File: config.mk
export PLATFORM = sky130hd
export DESIGN_NAME = gpe_port
export DESIGN_NICKNAME = d
export VERILOG_FILES = /design/src/gpe_pkg.sv /design/src/gpe_port.sv
export SDC_FILE = /design/constraint.sdc
export NUM_CORES = 1
export LEC_CHECK = 0
export BUFFER_PORTS_ARGS = -buffer_cell sky130_fd_sc_hd__buf_2
export CAP_MARGIN = 20
export CORE_MARGIN = 10
export CORE_UTILIZATION = 59
export CTS_CLUSTER_DIAMETER = 60
export DETAILED_ROUTE_END_ITERATION = 16
export HOLD_SLACK_MARGIN = 0.06
export PLACE_DENSITY = 0.86
export SETUP_SLACK_MARGIN = 0.2
export SLEW_MARGIN = 20
export SYNTH_ARGS = -nofsm -noshare
export SYNTH_HDL_FRONTEND = slang
export SYNTH_SLANG_ARGS = --single-unit
File: constraint.sdc
create_clock -name clock -period 13.6 [get_ports clock]
set_clock_uncertainty 0.2 [all_clocks]
set_input_delay 2.72 -clock clock [delete_from_list [all_inputs] [get_ports clock]]
set_output_delay 2.72 -clock clock [all_outputs]
set_load 0.01 [all_outputs]
File: src/gpe_pkg.sv
// Constants for the sixteen-pin general-purpose port with edge events.
// Assumes a classic Wishbone master with 32-bit data and byte addresses.
// Overview of operation
// RULE_01 - Direction bit per pin: 0 selects output, 1 selects input.
// RULE_02 - After reset every pin is an input and nothing is driven.
// RULE_03 - Writing 1 to drive_bit_setter sets latch bits; zeros do nothing.
// RULE_04 - Writing 1 to drive_bit_clearer clears latch bits; zeros do nothing.
// RULE_05 - drive_value_latch is writable directly and sets levels of output pins.
// RULE_06 - Latch writes never drive a pin that is configured as input.
// RULE_07 - Reading the setter or clearer returns the latch, not the pins.
// RULE_08 - pin_level_sample returns the present level of every pin.
// RULE_09 - Pin samples are synchronised to the clock before edge detection.
// RULE_10 - Edge select pair decodes to off, falling, rising or both edges.
// RULE_11 - Edges are seen whatever the direction, including self-driven toggles.
// RULE_12 - Writing 1 to upward_edge_setter sets upward_edge_select bits.
// RULE_13 - Writing 1 to upward_edge_clearer clears upward_edge_select bits.
// RULE_14 - Downward setter and clearer set and clear downward_edge_select bits.
// RULE_15 - Edge alias reads return the matching hidden edge select register.
// RULE_16 - Edge select registers have no address of their own.
// RULE_17 - Events pass only while bit 0 of bank_event_gate is 1.
// RULE_18 - Reserved bits of bank_event_gate read zero and ignore writes.
// RULE_19 - Sixteen event outputs, each usable as interrupt and DMA event.
// RULE_20 - A debug halt changes nothing; the block keeps running.
// RULE_21 - Software selects input direction to leave a pin undriven.
// RULE_22 - Pin bits sit in 15..0; bits 31..16 read zero, ignore writes.
// RULE_23 - Reading drive_value_latch returns the latch, not the pin level.
// RULE_24 - Each selected edge gives a one-cycle pulse from sample compare.
package gpe_pkg;
   localparam int PINS = 16;
   localparam logic [15:0] OFS_GATE = 16'h8000;
   localparam logic [15:0] OFS_DIR = 16'h0010;
   localparam logic [15:0] OFS_LATCH = 16'h0014;
   localparam logic [15:0] OFS_DSET = 16'h0018;
   localparam logic [15:0] OFS_DCLR = 16'h001C;
   localparam logic [15:0] OFS_LEVEL = 16'h0020;
   localparam logic [15:0] OFS_USET = 16'h0024;
   localparam logic [15:0] OFS_UCLR = 16'h0028;
   localparam logic [15:0] OFS_WSET = 16'h002C;
   localparam logic [15:0] OFS_WCLR = 16'h0030;
   localparam logic [15:0] RST_DIR = 16'hFFFF;
   localparam logic [15:0] RST_LATCH = 16'h0000;
   localparam logic [15:0] RST_EDGE = 16'h0000;
   localparam logic RST_GATE = 1'h0;
   localparam int GATE_BIT = 0;
endpackage : gpe_pkg

File: src/gpe_port.sv
// Sixteen-pin port with direction, output latch, alias registers and edge events.
// Assumes pins arrive synchronous enough for a two-stage synchroniser.
`timescale 1ns/1ps
module gpe_port
   import gpe_pkg::*;
(
   input wire logic clock,
   input wire logic rst,
   input wire logic wbCyc,
   input wire logic wbStb,
   input wire logic wbWe,
   input wire logic [15:0] wbAdr,
   input wire logic [3:0] wbSel,
   input wire logic [31:0] wbDatW,
   output logic [31:0] wbDatR,
   output logic wbAck,
   output logic wbErr,
   input wire logic [15:0] pinIn,
   output logic [15:0] pinOut,
   output logic [15:0] pinOeN,
   output logic [15:0] pinEventLine
);
   typedef struct packed {
      logic [15:0] dir;
      logic [15:0] latch;
      logic [15:0] upSel;
      logic [15:0] downSel;
      logic gate;
      logic [15:0] sync1;
      logic [15:0] sync2;
      logic [15:0] prev;
      logic [15:0] events;
      logic ack;
      logic err;
      logic [31:0] rdata;
   } gpe_state_t;

   gpe_state_t st;
   gpe_state_t next_st;
   logic req;
   logic [15:0] wmask;
   logic [15:0] wval;
   logic hit;
   logic [15:0] rise;
   logic [15:0] fall;

   // Low sixteen bits of a write after byte-lane masking
   function automatic logic [15:0] gpe_lanes(input logic [31:0] d, input logic [3:0] s);
      gpe_lanes = {d[15:8] & {8{s[1]}}, d[7:0] & {8{s[0]}}};
   endfunction : gpe_lanes

   // Address decode shared by read and write paths
   function automatic logic gpe_known(input logic [15:0] a);
      gpe_known = (a == OFS_GATE) || (a == OFS_DIR) || (a == OFS_LATCH) || (a == OFS_DSET) ||
         (a == OFS_DCLR) || (a == OFS_LEVEL) || (a == OFS_USET) || (a == OFS_UCLR) ||
         (a == OFS_WSET) || (a == OFS_WCLR);
   endfunction : gpe_known

   // New request only when no answer is standing, so ack is one cycle
   assign req = wbCyc && wbStb && !st.ack && !st.err;
   assign hit = gpe_known(wbAdr);
   assign wmask = gpe_lanes({32{1'b1}}, wbSel);
   assign wval = gpe_lanes(wbDatW, wbSel);
   // RULE_10 edge decode
   assign rise = st.sync2 & ~st.prev & st.upSel;
   assign fall = ~st.sync2 & st.prev & st.downSel;

   // Next state: bus slave, registers, synchroniser and edge pulses
   always_comb begin
      next_st = st;
      next_st.ack = req && hit;
      next_st.err = req && !hit;
      next_st.rdata = 32'h0000_0000;
      // RULE_09 two-stage sync
      next_st.sync1 = pinIn;
      next_st.sync2 = st.sync1;
      next_st.prev = st.sync2;
      // RULE_24 pulse per edge; RULE_11 and RULE_17 gate
      next_st.events = (rise | fall) & {16{st.gate}};
      if (req && hit && wbWe) begin
         case (wbAdr)
            // RULE_01 direction write
            OFS_DIR: next_st.dir = (st.dir & ~wmask) | wval;
            // RULE_05 direct latch write
            OFS_LATCH: next_st.latch = (st.latch & ~wmask) | wval;
            // RULE_03 set aliases
            OFS_DSET: next_st.latch = st.latch | wval;
            // RULE_04 clear aliases
            OFS_DCLR: next_st.latch = st.latch & ~wval;
            // RULE_12 upward set
            OFS_USET: next_st.upSel = st.upSel | wval;
            // RULE_13 upward clear
            OFS_UCLR: next_st.upSel = st.upSel & ~wval;
            // RULE_14 downward set and clear
            OFS_WSET: next_st.downSel = st.downSel | wval;
            OFS_WCLR: next_st.downSel = st.downSel & ~wval;
            // RULE_18 only bit 0 stored
            OFS_GATE: begin
               if (wbSel[0]) begin
                  next_st.gate = wbDatW[GATE_BIT];
               end
            end
            default: next_st.gate = st.gate;
         endcase
      end
      if (req && hit && !wbWe) begin
         // RULE_22 upper bits zero; RULE_16 no direct edge select address
         case (wbAdr)
            OFS_DIR: next_st.rdata = {16'h0000, st.dir};
            // RULE_23 and RULE_07 latch readback
            OFS_LATCH, OFS_DSET, OFS_DCLR: next_st.rdata = {16'h0000, st.latch};
            // RULE_08 pin level
            OFS_LEVEL: next_st.rdata = {16'h0000, st.sync2};
            // RULE_15 alias readback
            OFS_USET, OFS_UCLR: next_st.rdata = {16'h0000, st.upSel};
            OFS_WSET, OFS_WCLR: next_st.rdata = {16'h0000, st.downSel};
            OFS_GATE: next_st.rdata = {31'h0000_0000, st.gate};
            default: next_st.rdata = 32'h0000_0000;
         endcase
      end
   end

   // State register; RULE_02 all inputs at reset; RULE_20 no halt input exists
   always_ff @(posedge clock or posedge rst) begin
      if (rst) begin
         st <= '0;
         st.dir <= RST_DIR;
         st.latch <= RST_LATCH;
         st.upSel <= RST_EDGE;
         st.downSel <= RST_EDGE;
         st.gate <= RST_GATE;
      end else begin
         st <= next_st;
      end
   end

   // RULE_06 and RULE_21 buffer enabled only for output pins (enable low)
   assign pinOut = st.latch;
   assign pinOeN = st.dir;
   // RULE_19 sixteen event lines
   assign pinEventLine = st.events;
   assign wbAck = st.ack;
   assign wbErr = st.err;
   assign wbDatR = st.rdata;
endmodule : gpe_port

==> results.cfg <==
[power]
peakVddDrop_mv = 0.0782
power_frac_comb_pct = 9.5
power_density_nw_per_um2 = 136
share_seq_of_total_power_pct = 45.6
p_clk_share_pct = 44.9
power.leakage_nw = 3.51
power_report.internal_total_mw = 0.795
total_switching_power_mw = 0.263
netSwitchingFraction_pct = 24.9

[final_layout]
multi_input_combinational_cell_area_sq_um = 2640
layout_common_cells = sky130_fd_sc_hd__dfrtp_1 (131), sky130_fd_sc_hd__buf_2 (120), sky130_fd_sc_hd__nand2_1 (34), sky130_fd_sc_hd__mux2_2 (34), sky130_fd_sc_hd__nand3b_1 (32)
seq_area_sq_um = 3700
layout.filler_cells = 828
layout-drive-gt1-share_pct = 33.1
num_antenna_cells = 0
nNetsFinal = 728
most_common_cell_after_layout_fill_and_taps_aside = sky130_fd_sc_hd__dfrtp_1
layout-area-overhead-vs-synth_pct = 11.0
post-route-util_pct = 67.7

[routing]
drtAntennaViolNets = 0
remaining_drc_errors = 0
post_drt_via_cell_ratio = 6.50
finalWirelength_microns = 18000
drt_iter0_drc = 705
routed_wire_length_per_instance_microns = 22.2
dr.pass1.iters = 5
vias = 5271

[hold_path]
hold_crit_start = next_st[69]
whs_endpoint = next_st[53]
worst_hold_path_type = reg2reg
min_delay_path_depth = 0

[worst_setup_path]
slowest_stage = sky130_fd_sc_hd__nor2_4
crit-reg2reg-launch = wbAck
r2r_cells = 4
worst-setup-path-type = in2reg
crit_path_max_fanout = 35
critical-path-top-delay-family = simple AND/OR/NAND/NOR gates
start_kind = input pin
critical_path.max_stage_delay_ns = 0.95
required_ns = 13.75
worst_path_arrival_ns = 5.37
timing.critical_path.cells = buf_2, nor2_4, nand2_1, nor3_2, mux2_2
critical_path_buf_inv_count = 1
regToRegSetupSlack_ns = 10.40
timing.critical_path.to_type = flop

[floorplan]
floorplan.die.width_microns = 129
core-area_sq_um = 11500
area_of_the_die_sq_um = 16700
die_height_microns = 129
initial_core_util_pct = 61.0
num_rows = 39
boundaryPins = 155

[grt]
grtUsageTotal_pct = 21.5
grt_pass1_wl_microns = 27900
maximum_number_of_pins_on_one_net_before_global_route_repair = 87
globalRoute.totalOverflow = 0
grt_antenna_before_repair = 0
first_global_vias = 5470

[yosys]
postSynthRegisterBits = 147
synthFlopType = sky130_fd_sc_hd__dfrtp_1
synthesis.instances = 610
count_of_flip_flops_with_a_built_in_enable_after_synthesis = 0
synth.avg_cell_area_sq_um = 11.5
syn_warnings = 0
synth_sequential_area_ratio_pct = 52.7
synth_cell_area_sq_um = 7020
postSynth.asyncResetShare_pct = 100
netlist-cell-type-count = 46

[clocking]
tritoncts_clock_tree = done
clock_slew_at_reported_path_ffs_ns = 0.06
numCtsBuffers = 17
ctsHoldBuffers = 0
ctsRootBufferMaster = sky130_fd_sc_hd__clkbuf_16
ctsResizeCount = 0
clk-insertion-delay-late_ns = 0.43
number_of_levels_the_h_tree_was_split_into = 4
max-clock-path-buffers = 2
cts_setup_buffers = 0
cts_num_sinks = 147

[timing]
max_freq_ghz = 0.191
timing.setup.tns_ns = 0
timing_worst_slew_pin_value_ns = 1.11
period_needed_ns = 5.22
rsz0062_at_grt = no
worst_slew_margin_rel_pct = 25.9
final-max-slew-violation-count = 0
finalSetupViolCount = 0
hold_viol_final = 0
layout_worst_path_cycle_share_pct = 38.4

[flow_run]
max-cap-violations = 0

[status]
status = finished clean

[place]
globalplace.congestion = 0.867
detailedPlacementHpwl_microns = 12000
buffer_ports.inserted = 120
==> cells in the mapped netlist, drive strengths merged (14+ instances only) <==
master / count / area share (%)
a21oi: 16 / 1.1
a221o: 14 / 2.0
a22oi: 15 / 1.6
a31oi: 17 / 1.5
a41oi: 16 / 2.0
and2: 16 / 1.4
buf: 91 / 9.4
clkbuf: 24 / 1.3
dfrtp: 131 / 47
dfstp: 16 / 6.0
mux2: 34 / 5.5
mux2i: 16 / 2.3
nand2: 34 / 1.8
nand3: 22 / 1.7
nand3b: 32 / 3.4
nand4: 20 / 1.8
o21ai: 17 / 1.2
o22a: 15 / 1.9
o41ai: 14 / 1.7
==> layer usage <==
metal  wire length (microns)  GRT usage [%]  vias up
li1                        -              -     2283
met1                    6710           24.4     2593
met2                    8920           35.5      341
met3                    1840           6.77       54
met4                     512           12.2        0
met5                       0              0        -
==> how the worst max path moves through the flow <==
stage / start / endpoint / cells past startpoint
floorplan: rst / asynchronous set/reset pin / 1
global placement: wbAdr[3] / flop / 5
detailed placement: wbAdr[3] / flop / 5
CTS: wbAdr[3] / flop / 5
global route: wbStb / flop / 5
finish: wbAdr[3] / flop / 5
==> per-stage QoR <==
stage          setup WS (ns)  std cells  hold slack [ns]  power [mW]  area, sq um
2_1_floorplan           6.76        625            0.131       0.561         7080
3_3_place_gp            8.10        778            0.133       0.583         7170
3_5_place_dp            8.01        778            0.135       0.588         7170
4_1_cts                 8.45        810            0.147        1.06         7770
5_1_grt                 8.24        811            0.148        1.09         7790
6_report                8.38        811            0.146        1.06         7790
==> power groups by stage <==
stage / sequential [mW] / clock (mW) / combinational [mW]
3_3_place_gp: 0.487 / 0 / 0.0962
5_1_grt: 0.484 / 0.500 / 0.110
6_report: 0.482 / 0.475 / 0.100
4_1_cts: 0.481 / 0.481 / 0.100
3_5_place_dp: 0.489 / 0 / 0.0998
2_1_floorplan: 0.480 / 0 / 0.0810
==> kinds of logic after synthesis <==
group | count (synthesis) | share of synthesized area, %
AOI/OAI and AO/OA | 132 | 14.0
xor gates and xnor gates | 2 | 0.250
buffers and inverters | 118 | 10.9
DFF | 147 | 52.7
muxes | 50 | 7.73
other | 1 | 0.0534
and+or+nand+nor | 160 | 14.4
==> layout make-up <==
cell class | instances | share of cell area [%]
clock buffer | 22 | 5.83
clock inverter | 10 | 1.91
timing repair buffer | 126 | 8.38
tap | 143 | 2.30
multi-input combinational | 360 | 33.9
sequential | 147 | 47.5
inverter | 3 | 0.209
Power figures use the tool's default switching activity.
